[src/hdl/sar_pkg.sv]
// Shared constants and types of the conversion sequencer.
// Assumes a single 25 MHz system clock.
package sar_pkg;

  // ****************************************************************
  // Widths and timing
  // ****************************************************************
  localparam int          RES_W      = 12;
  localparam int          IDX_W      = 4;
  localparam int          FIFO_DEPTH = 8;
  localparam int          CLK_NS     = 40;
  localparam int          BIT_NS     = 200;
  localparam int          BIT_CYC    = (BIT_NS + CLK_NS - 1) / CLK_NS;
  localparam int          CNT_W      = 4;
  localparam int          ACQ_NS     = 600;

  // ****************************************************************
  // Field positions and reset values
  // ****************************************************************
  localparam logic [IDX_W-1:0] MSB_IDX   = 4'hb;
  localparam logic [IDX_W-1:0] LSB_IDX   = 4'h0;
  localparam logic [RES_W-1:0] MSB_MASK  = 12'h800;
  localparam logic [RES_W-1:0] ZERO_WORD = 12'h000;
  localparam logic [3:0]       LOW_NIB   = 4'h0;
  localparam logic [CNT_W-1:0] CNT_ZERO  = 4'h0;
  localparam logic [CNT_W-1:0] CNT_LAST  = CNT_W'(BIT_CYC - 1);

  typedef enum logic [2:0] {
    S_IDLE = 3'b001,
    S_CONV = 3'b010,
    S_LOAD = 3'b100
  } seq_state_t;

endpackage

[src/hdl/stream_if.sv]
// Valid/ready word stream between the sequencer and its result FIFO.
// Assumes both ends run on the same clock.
`timescale 1ns/1ps
`default_nettype none
interface stream_if #(parameter int W = 12);
  logic         valid;
  logic         ready;
  logic [W-1:0] data;
  modport src (output valid, output data, input ready);
  modport snk (input valid, input data, output ready);
endinterface
`default_nettype wire

[src/hdl/result_fifo.sv]
// Result FIFO, parameterised in width and depth.
// Assumes one clock and an active-low asynchronous reset.
`timescale 1ns/1ps
`default_nettype none
module result_fifo #(
  parameter int W = 12,
  parameter int D = 8
) (
  // Clock and reset
  input  wire logic sys_clk,
  input  wire logic rst_n,
  // Streams
  stream_if.snk     wr,
  stream_if.src     rd
);
  localparam int AW = $clog2(D);

  typedef struct packed {
    logic [D-1:0][W-1:0] mem;
    logic [AW-1:0]       wp;
    logic [AW-1:0]       rp;
    logic [AW:0]         cnt;
  } fifo_st_t;

  fifo_st_t st_q;
  fifo_st_t st_d;
  logic     push;
  logic     pop;

  assign wr.ready = (st_q.cnt != (AW+1)'(D));
  assign rd.valid = (st_q.cnt != '0);
  assign rd.data  = st_q.mem[st_q.rp];
  assign push     = wr.valid && wr.ready;
  assign pop      = rd.valid && rd.ready;

  always_comb begin
    st_d = st_q;
    if (push) begin
      st_d.mem[st_q.wp] = wr.data;
      st_d.wp = (st_q.wp == AW'(D-1)) ? '0 : st_q.wp + 1'b1;
    end
    if (pop) begin
      st_d.rp = (st_q.rp == AW'(D-1)) ? '0 : st_q.rp + 1'b1;
    end
    if (push && !pop) begin
      st_d.cnt = st_q.cnt + 1'b1;
    end else if (pop && !push) begin
      st_d.cnt = st_q.cnt - 1'b1;
    end
  end

  always_ff @(posedge sys_clk or negedge rst_n) begin
    if (!rst_n) begin
      st_q <= '0;
    end else begin
      st_q <= st_d;
    end
  end
endmodule
`default_nettype wire

[src/hdl/sar_conversion_sequencer.sv]
// Control logic of a 12-bit successive-approximation converter.
// Assumes host strobes and comparator decision synchronous to sys_clk.
`timescale 1ns/1ps
`default_nettype none
// Overview of operation
// - Start clears the approximation register and enables data drivers.
// - Start requests are ignored while a conversion runs.
// - Trial bits step MSB to LSB; comparator keeps or clears each.
// - After the last decision the word is copied to the output latches.
// - Result bit 11 is the MSB, bit 0 the LSB.
// - Unipolar mode outputs straight binary, step full scale over 4096.
// - Bipolar mode outputs two's complement.
// - Acquire phase tracks with comparator nulled; convert phase compares.
// - Start needs chip select, read and high byte select all low.
// - Busy is low during a conversion, high otherwise.
// - High byte select blocks start and routes upper bits low.
// - A read that starts a conversion returns the previous result.
module sar_conversion_sequencer
  import sar_pkg::*;
(
  // Clock and reset
  input  wire logic                  sys_clk,
  input  wire logic                  rst_n,
  // Host strobes
  input  wire logic                  cs_n,
  input  wire logic                  rd_n,
  input  wire logic                  high_byte_select,
  input  wire logic                  bipolar,
  // Analog front end
  input  wire logic                  comp_in,
  output logic [sar_pkg::RES_W-1:0]  dac_trial,
  output logic                       track_en,
  output logic                       comp_null,
  // Data pins and status
  output logic [sar_pkg::RES_W-1:0]  result_bits,
  output logic                       data_oe,
  output logic                       busy_n,
  // Result stream
  output logic                       res_valid,
  output logic [sar_pkg::RES_W-1:0]  res_data,
  input  wire logic                  res_ready
);
  import sar_pkg::*;

  typedef struct packed {
    seq_state_t        state;
    logic [CNT_W-1:0]  cnt;
    logic [IDX_W-1:0]  idx;
    logic [RES_W-1:0]  sar;
    logic [RES_W-1:0]  trial;
    logic [RES_W-1:0]  latch;
    logic [RES_W-1:0]  pins;
    logic              start_prev;
  } seq_st_t;

  seq_st_t          st_q;
  seq_st_t          st_d;
  logic             start_req;
  logic             start_edge;
  logic             tick;
  logic [RES_W-1:0] sar_dec;
  logic [RES_W-1:0] fmt_word;

  stream_if #(.W(RES_W)) push_if ();
  stream_if #(.W(RES_W)) pop_if ();

  // ****************************************************************
  // Start decode and bit-rate divider
  // ****************************************************************
  assign start_req  = !cs_n && !rd_n && !high_byte_select;
  assign start_edge = start_req && !st_q.start_prev;
  assign tick       = (st_q.state == S_CONV) && (st_q.cnt == CNT_LAST);
  assign data_oe    = !cs_n && !rd_n;

  always_comb begin
    sar_dec          = st_q.sar;
    sar_dec[st_q.idx] = comp_in;
  end

  assign fmt_word = {st_q.sar[RES_W-1] ^ bipolar, st_q.sar[RES_W-2:0]};

  // ****************************************************************
  // Sequencer
  // ****************************************************************
  always_comb begin
    st_d            = st_q;
    st_d.start_prev = start_req;
    case (st_q.state)
      S_IDLE: begin
        if (start_edge) begin
          st_d.state = S_CONV;
          st_d.sar   = ZERO_WORD;
          st_d.trial = MSB_MASK;
          st_d.idx   = MSB_IDX;
          st_d.cnt   = CNT_ZERO;
        end
      end
      S_CONV: begin
        st_d.cnt = tick ? CNT_ZERO : st_q.cnt + 1'b1;
        if (tick) begin
          st_d.sar = sar_dec;
          if (st_q.idx == LSB_IDX) begin
            st_d.trial = sar_dec;
            st_d.state = S_LOAD;
          end else begin
            st_d.idx   = st_q.idx - 1'b1;
            st_d.trial = sar_dec | (RES_W'(1) << (st_q.idx - 1'b1));
          end
        end
      end
      S_LOAD: begin
        if (push_if.ready) begin
          st_d.latch = fmt_word;
          st_d.state = S_IDLE;
        end
      end
      default: begin
        st_d.state = S_IDLE;
      end
    endcase
    // Latch only moves in load, so a starting read sees the old word
    if (high_byte_select) begin
      st_d.pins = {st_d.latch[11:8], LOW_NIB, st_d.latch[11:8]};
    end else begin
      st_d.pins = st_d.latch;
    end
  end

  always_ff @(posedge sys_clk or negedge rst_n) begin
    if (!rst_n) begin
      st_q       <= '0;
      st_q.state <= S_IDLE;
    end else begin
      st_q <= st_d;
    end
  end

  // ****************************************************************
  // Outputs and result FIFO
  // ****************************************************************
  assign busy_n      = (st_q.state == S_IDLE);
  assign track_en    = (st_q.state == S_IDLE);
  assign comp_null   = (st_q.state == S_IDLE);
  assign dac_trial   = st_q.trial;
  assign result_bits = st_q.pins;

  assign push_if.valid = (st_q.state == S_LOAD);
  assign push_if.data  = fmt_word;
  assign res_valid     = pop_if.valid;
  assign res_data      = pop_if.data;
  assign pop_if.ready  = res_ready;

  result_fifo #(.W(RES_W), .D(FIFO_DEPTH)) u_fifo (
    .sys_clk (sys_clk),
    .rst_n   (rst_n),
    .wr      (push_if),
    .rd      (pop_if)
  );
endmodule
`default_nettype wire

[config.mk]
export PLATFORM = sky130hd
export DESIGN_NAME = sar_conversion_sequencer
export DESIGN_NICKNAME = d
export VERILOG_FILES = /design/src/hdl/sar_pkg.sv /design/src/hdl/stream_if.sv /design/src/hdl/result_fifo.sv /design/src/hdl/sar_conversion_sequencer.sv
export SDC_FILE = /design/constraint.sdc
export NUM_CORES = 1
export LEC_CHECK = 0
export BUFFER_PORTS_ARGS = -buffer_cell sky130_fd_sc_hd__buf_2
export CAP_MARGIN = 20
export CORE_MARGIN = 5
export CORE_UTILIZATION = 60
export CTS_BUF_LIST = sky130_fd_sc_hd__clkbuf_4
export CTS_CLUSTER_SIZE = 14
export DETAILED_ROUTE_END_ITERATION = 7
export PLACE_DENSITY = 0.84
export RECOVER_POWER = 100
export SLEW_MARGIN = 20
export SYNTH_ARGS = -nofsm -noshare
export SYNTH_HDL_FRONTEND = slang
export SYNTH_SLANG_ARGS = --single-unit
[constraint.sdc]
create_clock -name sys_clk -period 7 [get_ports sys_clk]
set_input_delay 0.7 -clock sys_clk [delete_from_list [all_inputs] [get_ports sys_clk]]
set_output_delay 0.7 -clock sys_clk [all_outputs]
set_load 0.03 [all_outputs]
==> results of run 1 <==
[layout make-up]
cell class                      count  share of cell area
Clock buffer                       24              0.0218
Clock inverter                      7              0.0160
Inverter                            9             0.00408
Multi-Input combinational cell    357               0.416
Sequential cell                   162               0.490
Tap cell                          176              0.0266
Timing Repair Buffer               53              0.0254
[sequential cells by signal (all words and copies together), names as in the netlist]
signal,cells
st_q,22
fmt_word,11
u_fifo.st_q,106
dac_trial,12
result_bits,11
[report_power, final]
part | total (W) | switching [W] | leakage [nW] | internal, W
clock | 0.000603 | 0.000296 | 0.174 | 0.000307
sequential | 0.000947 | 0.00000673 | 2.23 | 0.000940
combinational | 0.0000555 | 0.0000412 | 1.58 | 0.0000144
[metal layers]
layer  GRT usage  vias to the layer above  routed length [um]  part of all wire
met1       0.277                     2507                6790              0.43
met2       0.365                      102                8110              0.51
met3      0.0448                       25                 587             0.037
li1            -                     2170                   -                 -
met5           0                        -                   0                 0
met4      0.0670                        0                 270             0.017
[placed cells by master, fill, tap and decap left out, types with 3 or more instances in the layout]
cell,synthesis,final
sky130_fd_sc_hd__a21o_1,8,8
sky130_fd_sc_hd__a21oi_1,5,5
sky130_fd_sc_hd__a221o_1,4,4
sky130_fd_sc_hd__a22o_1,3,3
sky130_fd_sc_hd__a31oi_1,5,5
sky130_fd_sc_hd__buf_2,10,6
sky130_fd_sc_hd__bufinv_16,0,4
sky130_fd_sc_hd__clkbuf_1,32,46
sky130_fd_sc_hd__clkbuf_4,0,24
sky130_fd_sc_hd__dfrtp_1,161,160
sky130_fd_sc_hd__ha_1,15,15
sky130_fd_sc_hd__inv_1,9,9
sky130_fd_sc_hd__mux2_1,1,19
sky130_fd_sc_hd__mux2_2,125,117
sky130_fd_sc_hd__mux2i_1,10,10
sky130_fd_sc_hd__mux4_2,24,24
sky130_fd_sc_hd__nand2_1,20,20
sky130_fd_sc_hd__nand3_1,16,16
sky130_fd_sc_hd__nand3b_1,9,9
sky130_fd_sc_hd__nand4_1,5,5
sky130_fd_sc_hd__nor2_1,15,15
sky130_fd_sc_hd__nor2b_1,6,6
sky130_fd_sc_hd__nor3_1,12,12
sky130_fd_sc_hd__nor3b_1,8,8
sky130_fd_sc_hd__o211ai_1,4,4
sky130_fd_sc_hd__o21ai_0,16,16
sky130_fd_sc_hd__or4bb_1,5,5
sky130_fd_sc_hd__xnor2_1,3,3
[kinds of logic after synthesis]
group | Yosys count
xor+xnor | 4
fa+ha+maj | 16
buf+inv | 82
compound gates | 56
simple gates | 111
flops | 162
mux | 170
[path summary, 6_finish.rpt]
path | from | to | slack (ns) | depth (start not counted)
worst max-delay path | rst_n | u_fifo.st_q[5]$_DFFE_PN0P_ | 2.57 | 2
worst min-delay path | cs_n | st_q[0]$_DFF_PN0_ | 0.38 | 2
worst max register to register | u_fifo.st_q[0]$_DFFE_PN0P_ | u_fifo.st_q[3]$_DFFE_PN0P_ | 3.46 | 9
worst min register to register | st_q[17]$_DFF_PN0_ | st_q[17]$_DFF_PN0_ | 0.50 | 1
max in group sys_clk | u_fifo.st_q[4]$_DFFE_PN0P_ | res_data[1] | 2.63 | 4
min in group asynchronous | rst_n | u_fifo.st_q[79]$_DFFE_PN0P_ | 1.68 | 1
[synthesized netlist by cell type (all sizes together), types with 3 or more instances]
cell    instances  area share
nand2          20      0.0094
nor2b           6      0.0047
nor2           15      0.0071
nor3b           8      0.0075
clkbuf         32       0.015
ha             15       0.024
o211ai          4      0.0038
buf            41       0.035
nand3b          9      0.0085
dfrtp         161        0.50
a21oi           5      0.0031
xnor2           3      0.0033
nand4           5      0.0039
a21o            8      0.0075
inv             9      0.0042
nor3           12      0.0075
or4bb           5      0.0071
a22o            3      0.0033
nand3          16       0.010
o21ai          16       0.010
mux4           24       0.068
mux2          136        0.20
mux2i          10       0.013
a221o           4      0.0050
a31oi           5      0.0039
[metrics by stage]
| step | utilization | worst slack [ns] |
|---|---|---|
| after floorplan | - | 4.28 |
| after global placement | 0.615 | 3.67 |
| after detailed placement | 0.615 | 3.46 |
| after CTS | 0.639 | 3.44 |
| after global routing | 0.630 | 1.57 |
| final | 0.630 | 2.57 |
==> flow_summary.yaml, run 1 <==
global_route:
  grt_max_degree: 87
  grt_pass1_vias: 5041
  grt_util_all_layers: 0.214
  wire_length_of_the_first_global_routing_pass_um: 26600
  grt_remaining_overflow: 0
  antenna_violations_before_repair: 0
yosys:
  synth_mux_area_frac: 0.277
  synth_edf_count: 0
  syn-mean-instance-area_um2: 13.3
  seq_area_frac_synth: 0.508
  post_synth_num_cell_types: 52
  async_reset_ff_frac: 1.00
  synth_adder_area_share: 0.0260
  dominantRegCellSynth: "sky130_fd_sc_hd__dfrtp_1"
  synthesis.instances: 601
  yosys.area_share.xor_xnor: 0.00439
  yosys_register_bits: 162
  synth_top_family_by_area: "multiplexers"
  synth_compound_area_frac: 0.0484
  synth_fp_nets: 625
  synthSimpleGateAreaFrac: 0.0817
  syn-cell-area_um2: 7980
  yosysWarningCount: 0
detailed_routing:
  vias: 4804
  number_of_remaining_drc_errors: 0
  drtPass1Iterations: 4
  route.detailed.wl_per_inst_um: 20.0
  final_antenna_net_count: 0
  drtIter0Drc: 366
  routed_wl_um: 15800
  avgViaCountPerCell: 6.10
timing:
  grt_setup_unrepaired: "false"
  final.setup.tns_ns: 0
  worst-slew-pin-transition_ns: 4.38
  post-route-period-util: 0.632
  timing_max_transition_violations_final: 115
  post-route-min-period_ns: 4.43
  hold_viol: 0
  timing.clock.skew_ns: 0.0100
  max_clock_freq_ghz: 0.226
  hold_ws_ns: 0.377
  slew-limit-headroom: -1.92
  setup_viol_count_final: 0
layout:
  non_filler_instance_count_after_layout: 788
  final_design_area_no_fill_um2: 8280
  area_delta_synth_final_pct: 3.71
  nNetsFinal: 624
  multiInputGateArea_um2: 3450
  final_layout_size_suffix_gt1_frac: 0.297
  antenna_cells: 0
  fill_cells: 1054
  final-seq-area_um2: 4060
place:
  hpwl_um: 10500
  postPlaceCellArea_um2: 8090
  placed_cells_incl_taps: 757
  io_buffer_count: 48
  gp_congestion: 0.860
outcome:
  failed_checks: "max-capacitance violations, max-slew violations"
  run_status: "complete, but fails checks"
worst_setup_path:
  timing.critical_path.fanout_max: 86
  cpPeakStageDelay_ns: 3.02
  path_buf_inv: 2
  cp_data_arrival_time_ns: 4.93
  criticalPathCategory: "in2async"
  crit_path_top_delay_cell: "sky130_fd_sc_hd__clkbuf_1"
  crit_path_end_kind: "asynchronous set/reset pin"
  timing.critical_path.cells: "clkbuf_1 > buf_4"
  cp_startpoint_kind: "primary input"
  crit_required_ns: 7.50
  critical_path.top_delay_family: "buffers and inverters"
cts:
  post_cts_hold_buffer_count: 0
  cts.path.max_buffers: 2
  clock_insertion_delay_worst_skew_ns: 0.54
  clk_root_buffer_cell: "sky130_fd_sc_hd__clkbuf_4"
  cts_tree: "done"
  cts.htree.levels: 4
  cts_made_buffers: 17
  cts.clk_slew.worst_paths_ns: 0.12
  cts_setup_buffers: 0
  cts-resized-gates: 0
  cts_sinks: 162
floorplan:
  start_util: 0.608
  coreArea_um2: 13100
  num_io_pins: 49
  placement_rows: 42
  floorplan.die_area_um2: 15700
  die-width_um: 125
  die_h_um: 125
power:
  static-leakage-power_nw: 3.98
  post_route_total_power_w: 0.00161
  irDropWorstVdd_uv: 99.7
  pwr_density_cell_nw_per_um2: 194
worst_hold_path:
  worst_hold_path_type: "in2reg"
run:
  maxCapViolCount: 2
No activity file was read; power rests on OpenSTA's default activity.
==> inputs of run 2 (changes only) <==
--- a/config.mk
+++ b/config.mk
@@ -5,10 +5,11 @@
 export SDC_FILE = /design/constraint.sdc
 export NUM_CORES = 1
 export LEC_CHECK = 0
+export ABC_AREA = 1
 export BUFFER_PORTS_ARGS = -buffer_cell sky130_fd_sc_hd__buf_2
 export CAP_MARGIN = 20
 export CORE_MARGIN = 5
-export CORE_UTILIZATION = 60
+export CORE_UTILIZATION = 57
 export CTS_BUF_LIST = sky130_fd_sc_hd__clkbuf_4
 export CTS_CLUSTER_SIZE = 14
 export DETAILED_ROUTE_END_ITERATION = 7
==> constraint.sdc (replaced) <==
create_clock -name sys_clk -period 4 [get_ports sys_clk]
set_input_delay 0.4 -clock sys_clk [delete_from_list [all_inputs] [get_ports sys_clk]]
set_output_delay 0.4 -clock sys_clk [all_outputs]
set_load 0.03 [all_outputs]
==> flow_summary.yaml, run 2 <==
outcome:
  run_status: "complete, but fails checks"
  failed_checks: "max-capacitance violations, max-slew violations"
detailed_routing:
  vias: 6395
  drtPass1Iterations: 8
  drtIter0Drc: 561
  number_of_remaining_drc_errors: 0
  route.detailed.wl_per_inst_um: 15.2
  avgViaCountPerCell: 5.46
  final_antenna_net_count: 0
  routed_wl_um: 17800
power:
  post_route_total_power_w: 0.00572
  irDropWorstVdd_uv: 409
  static-leakage-power_nw: 4.01
  pwr_density_cell_nw_per_um2: 697
global_route:
  grt_remaining_overflow: 0
  grt_pass1_vias: 6049
  grt_max_degree: 108
  antenna_violations_before_repair: 1
  grt_util_all_layers: 0.230
  wire_length_of_the_first_global_routing_pass_um: 30000
floorplan:
  num_io_pins: 49
  die_h_um: 128
  start_util: 0.576
  die-width_um: 128
  floorplan.die_area_um2: 16300
  placement_rows: 43
  coreArea_um2: 13700
layout:
  nNetsFinal: 1001
  commonest_non_fill_non_tap_cell_in_the_layout: "sky130_fd_sc_hd__nand2_1"
  area_delta_synth_final_pct: 3.90
  non_filler_instance_count_after_layout: 1171
  final-seq-area_um2: 4060
  fill_cells: 1247
  multiInputGateArea_um2: 3080
  mostFrequentLayoutCells: "sky130_fd_sc_hd__nand2_1 (268), sky130_fd_sc_hd__o21ai_0 (191), sky130_fd_sc_hd__dfrtp_1 (161)"
  largest_register_ff_count: 106
  registers.top_by_ff_count: "u_fifo.st_q"
  final_layout_size_suffix_gt1_frac: 0.0535
timing:
  hold_ws_ns: 0.120
  post-route-min-period_ns: 3.26
  max_clock_freq_ghz: 0.307
  final.setup.tns_ns: 0
  worst-slew-pin-transition_ns: 2.25
  slew-limit-headroom: -0.500
  timing_max_transition_violations_final: 39
  grt_setup_unrepaired: "false"
  setup_viol_count_final: 0
  timing.clock.skew_ns: 0.0149
  hold_viol: 0
  post-route-period-util: 0.816
worst_setup_path:
  cp_startpoint_kind: "flip-flop"
  rr_worst_depth: 8
  timing.critical_path.fanout_max: 22
  cp_data_arrival_time_ns: 2.86
  worstReg2RegStart: "st_q[57]$_DFFE_PN1P_"
  criticalPathCategory: "reg2out"
  r2r-end: "fmt_word[2]$_DFFE_PN0P_"
  regToRegSetupSlack_ns: 0.79
  crit_path_end_kind: "output pin"
  crit_required_ns: 3.60
yosys:
  synth.most_common_cell: "sky130_fd_sc_hd__nand2_1"
  syn-cell-area_um2: 7900
  synth_area_leaders: "sky130_fd_sc_hd__dfrtp_1 (51%), sky130_fd_sc_hd__nand2_1 (12%), sky130_fd_sc_hd__o21ai_1 (7.2%)"
  synth_top_cell_area_share: 0.510
  synth_edf_count: 0
  yosys_register_bits: 162
  seq_area_frac_synth: 0.513
  post_synth_num_cell_types: 36
  syn-mean-instance-area_um2: 8.08
  synth_fp_nets: 1002
  synthesis.instances: 978
  dominantRegCellSynth: "sky130_fd_sc_hd__dfrtp_1"
  leading_cell_types_by_count_after_synthesis: "sky130_fd_sc_hd__nand2_1 (260), sky130_fd_sc_hd__dfrtp_1 (161), sky130_fd_sc_hd__nor2_1 (117)"
  yosysWarningCount: 0
  synth_largest_area_cell: "sky130_fd_sc_hd__dfrtp_1"
  async_reset_ff_frac: 1.00
worst_hold_path:
  worst_hold_path_type: "in2reg"
  worst_hold_path.num_cells: 2
  worstHoldStart: "high_byte_select"
  min_to: "result_bits[1]$_DFF_PN0_"
cts:
  cts.clk_slew.worst_paths_ns: 0.14
  cts_sinks: 162
  cts.path.max_buffers: 2
  clk_root_buffer_cell: "sky130_fd_sc_hd__clkbuf_4"
  cts-resized-gates: 0
  cts.htree.levels: 4
  clock_insertion_delay_worst_skew_ns: 0.58
  cts_tree: "done"
  cts_made_buffers: 17
place:
  gp_congestion: 0.937
  io_buffer_count: 48
  hpwl_um: 11600
  placed_cells_incl_taps: 1134
run:
  maxCapViolCount: 1
==> run 2: worst max path at each step <==
stage / start / endpoint / slack (ns) / cells after the start
4_1_cts: u_fifo.st_q[5]$_DFFE_PN0P_ / res_data[8] / 1.05 / 6
5_1_grt: st_q[57]$_DFFE_PN1P_ / fmt_word[2]$_DFFE_PN0P_ / 0.48 / 8
2_1_floorplan: u_fifo.st_q[0]$_DFFE_PN0P_ / u_fifo.st_q[3]$_DFFE_PN0P_ / 1.89 / 13
3_3_place_gp: st_q[58]$_DFFE_PN0P_ / u_fifo.st_q[3]$_DFFE_PN0P_ / 1.65 / 11
6_report: u_fifo.st_q[4]$_DFFE_PN0P_ / res_data[6] / 0.74 / 7
3_5_place_dp: u_fifo.st_q[0]$_DFFE_PN0P_ / u_fifo.st_q[3]$_DFFE_PN0P_ / 1.58 / 12
==> run 2: metal layers <==
metal | vias to the layer above | wire [um] | track usage
li1 | 3111 | - | -
met1 | 3022 | 7650 | 0.314
met2 | 232 | 8580 | 0.371
met3 | 30 | 1150 | 0.0383
met4 | 0 | 413 | 0.0911
met5 | - | 0 | 0
==> run 2: where the power goes <==
| part | total, W | switching [W] | internal, W |
|---|---|---|---|
| Sequential | 0.00220 | 0.000251 | 0.00195 |
| Clock | 0.00104 | 0.000598 | 0.000439 |
| Combinational | 0.00248 | 0.00179 | 0.000689 |
==> run 2: layout make-up <==
| class | instances | share of cell area |
|---|---|---|
| Antenna cell | 1 | 0.000305 |
| Clock buffer | 17 | 0.0156 |
| Clock inverter | 15 | 0.0217 |
| Inverter | 63 | 0.0291 |
| Multi-Input combinational cell | 676 | 0.375 |
| Sequential cell | 162 | 0.494 |
| Tap cell | 180 | 0.0274 |
| Timing Repair Buffer | 57 | 0.0366 |
==> run 2: cells by family (layout without fill, tap and decap cells) <==
family                   after synthesis  after routing  share of synthesized area
XOR/XNOR                               4              4                    0.00444
buffers and inverters                140            152                     0.0859
AO/OA/AOI/OAI                        227            227                      0.146
other                                  0              1                          0
flip-flops                           162            162                      0.513
AND/OR/NAND/NOR                      429            429                      0.224
adder cells (fa/ha/maj)               16             16                     0.0263
==> run 2: critical path, stage by stage (launching register included) <==
cell                       delay [ns]
sky130_fd_sc_hd__dfrtp_1         0.41
sky130_fd_sc_hd__inv_1           0.33
sky130_fd_sc_hd__clkbuf_1        0.74
sky130_fd_sc_hd__o21ai_0         0.27
sky130_fd_sc_hd__o21ai_1         0.14
sky130_fd_sc_hd__nand2_1         0.07
sky130_fd_sc_hd__nand2_1         0.11
sky130_fd_sc_hd__buf_2           0.21
==> run 2: timing repair <==
item	4_1_cts	5_1_grt
hold endpoints to repair	107	0
hold buffers	3	0
setup buffers	0	0
==> run 2: through the flow <==
stage	setup WS [ns]	util	area [um^2]
CTS	1.05	0.606	8320
floorplan	1.89	-	7900
finish	0.738	0.598	8210
global route	0.475	0.598	8210
global placement	1.65	0.582	7980
detailed placement	1.58	0.582	7980
==> inputs of run 3 (changes only) <==
--- a/config.mk
+++ b/config.mk
@@ -9,7 +9,7 @@
 export BUFFER_PORTS_ARGS = -buffer_cell sky130_fd_sc_hd__buf_2
 export CAP_MARGIN = 20
 export CORE_MARGIN = 5
-export CORE_UTILIZATION = 57
+export CORE_UTILIZATION = 60
 export CTS_BUF_LIST = sky130_fd_sc_hd__clkbuf_4
 export CTS_CLUSTER_SIZE = 14
 export DETAILED_ROUTE_END_ITERATION = 7
==> constraint.sdc (replaced) <==
create_clock -name sys_clk -period 3.1 [get_ports sys_clk]
set_input_delay 0.31 -clock sys_clk [delete_from_list [all_inputs] [get_ports sys_clk]]
set_output_delay 0.31 -clock sys_clk [all_outputs]
set_load 0.03 [all_outputs]
==> flow_summary.yaml, run 3 (synthesis results as in run 2) <==
global_route:
  grt_pass1_vias: 6072
  grt_util_all_layers: 0.233
  wire_length_of_the_first_global_routing_pass_um: 29600
  antenna_violations_before_repair: 0
  grt_max_degree: 90
  grt_remaining_overflow: 0
detailed_routing:
  route.detailed.wl_per_inst_um: 14.9
  drtIter0Drc: 463
  routed_wl_um: 17500
  avgViaCountPerCell: 5.38
  drtPass1Iterations: 5
  number_of_remaining_drc_errors: 0
  final_antenna_net_count: 0
  vias: 6304
place:
  io_buffer_count: 48
  gp_congestion: 0.945
  hpwl_um: 11600
  placed_cells_incl_taps: 1135
worst_setup_path:
  timing.critical_path.fanout_max: 14
  crit_path_start: "u_fifo.st_q[4]$_DFFE_PN0P_"
  crit_required_ns: 2.79
  cp_startpoint_kind: "flip-flop"
  r2r-end: "fmt_word[2]$_DFFE_PN0P_"
  worstReg2RegStart: "st_q[58]$_DFFE_PN0P_"
  criticalPathCategory: "reg2out"
  crit_path_top_delay_cell: "sky130_fd_sc_hd__dfrtp_1"
  timing.critical_path.cells: "clkbuf_2 > nor2_1 > nor2_1 > o21ai_0 > o21ai_1 > nand2_1 > nand2_1 > clkbuf_1"
  crit_path_end_kind: "output pin"
  critical_path_depth: 8
  path_buf_inv: 2
  regToRegSetupSlack_ns: 0.51
  cpPeakStageDelay_ns: 0.67
  cp_data_arrival_time_ns: 2.46
  critical_path_destination: "res_data[8]"
  rr_worst_depth: 7
  critical_path.top_delay_family: "buffers and inverters"
timing:
  timing_max_transition_violations_final: 90
  slew-limit-headroom: -0.427
  max_clock_freq_ghz: 0.361
  post-route-period-util: 0.894
  timing.clock.skew_ns: 0.0148
  worst-slew-pin-transition_ns: 2.14
  post-route-min-period_ns: 2.77
  final.setup.tns_ns: 0
  setup_viol_count_final: 0
  hold_viol: 0
  grt_setup_unrepaired: "false"
cts:
  cts.path.max_buffers: 2
  cts_tree: "done"
  clock_insertion_delay_worst_skew_ns: 0.57
  cts_setup_buffers: 0
  cts.htree.levels: 4
  cts_made_buffers: 17
  clk_root_buffer_cell: "sky130_fd_sc_hd__clkbuf_4"
  cts-resized-gates: 0
  cts.clk_slew.worst_paths_ns: 0.14
  cts_sinks: 162
  post_cts_hold_buffer_count: 4
run:
  maxCapViolCount: 1
floorplan:
  die_h_um: 125
  num_io_pins: 49
  start_util: 0.604
  placement_rows: 42
  floorplan.die_area_um2: 15600
  die-width_um: 125
  coreArea_um2: 13100
layout:
  nNetsFinal: 1006
  final_layout_size_suffix_gt1_frac: 0.0623
  largest_register_ff_count: 106
  mostFrequentLayoutCells: "sky130_fd_sc_hd__nand2_1 (266), sky130_fd_sc_hd__o21ai_0 (191), sky130_fd_sc_hd__dfrtp_1 (161)"
  non_filler_instance_count_after_layout: 1171
  commonest_non_fill_non_tap_cell_in_the_layout: "sky130_fd_sc_hd__nand2_1"
  area_delta_synth_final_pct: 3.77
  registers.top_by_ff_count: "u_fifo.st_q"
  antenna_cells: 0
worst_hold_path:
  worst_hold_path_type: "in2reg"
power:
  post_route_total_power_w: 0.00725
  irDropWorstVdd_uv: 661
  pwr_density_cell_nw_per_um2: 884
  static-leakage-power_nw: 3.99
outcome:
  failed_checks: "max-capacitance violations, max-slew violations"
  run_status: "complete, but fails checks"
run 3: tightest hold or removal path, delay by kind of cell:
kind	cells	cell delay, ns
buf+inv	1	0.08
simple gates	3	0.22
run 3: how the worst min path moves through the flow:
stage,from,to,slack [ns],cells after the start
floorplan,rst_n,dac_trial[0]$_DFFE_PN0P_,0.01,0
global placement,rst_n,u_fifo.st_q[66]$_DFFE_PN0P_,0.43,1
detailed placement,rst_n,u_fifo.st_q[66]$_DFFE_PN0P_,0.43,1
CTS,res_ready,u_fifo.st_q[5]$_DFFE_PN0P_,0.02,4
global route,res_ready,u_fifo.st_q[5]$_DFFE_PN0P_,0.04,4
finish,res_ready,u_fifo.st_q[5]$_DFFE_PN0P_,0.07,4
run 3: through the flow:
stage | cell area [um^2] | utilization | worst slack [ns] | hold WS [ns]
2_1_floorplan | 7900 | - | 0.989 | 0.0144
3_3_place_gp | 8000 | 0.611 | 0.751 | 0.434
3_5_place_dp | 8000 | 0.611 | 0.691 | 0.427
4_1_cts | 8300 | 0.635 | 0.486 | 0.0232
5_1_grt | 8200 | 0.626 | 0.167 | 0.0432
6_report | 8200 | 0.626 | 0.328 | 0.0654
run 3: layout make-up:
cell class              count  area, um^2
fillers                  1208        4890
repair buffers             62         307
inverters                  63         239
flip-flops and latches    162        4060
clock buffers              17         128
well taps                 176         220
multi-input cells         676        3110
clock inverters            15         135
run 3: metal layers:
| layer | global-route usage | share of wire | up-vias |
|---|---|---|---|
| met2 | 0.400 | 0.50 | 166 |
| li1 | - | - | 3130 |
| met5 | 0 | 0 | - |
| met1 | 0.299 | 0.43 | 2984 |
| met3 | 0.0450 | 0.047 | 24 |
| met4 | 0.0748 | 0.021 | 0 |
run 3: power breakdown:
group          internal, W  switching (W)
combinational     0.000908        0.00235
clock             0.000405       0.000782
sequential         0.00252       0.000282
total              0.00383        0.00342
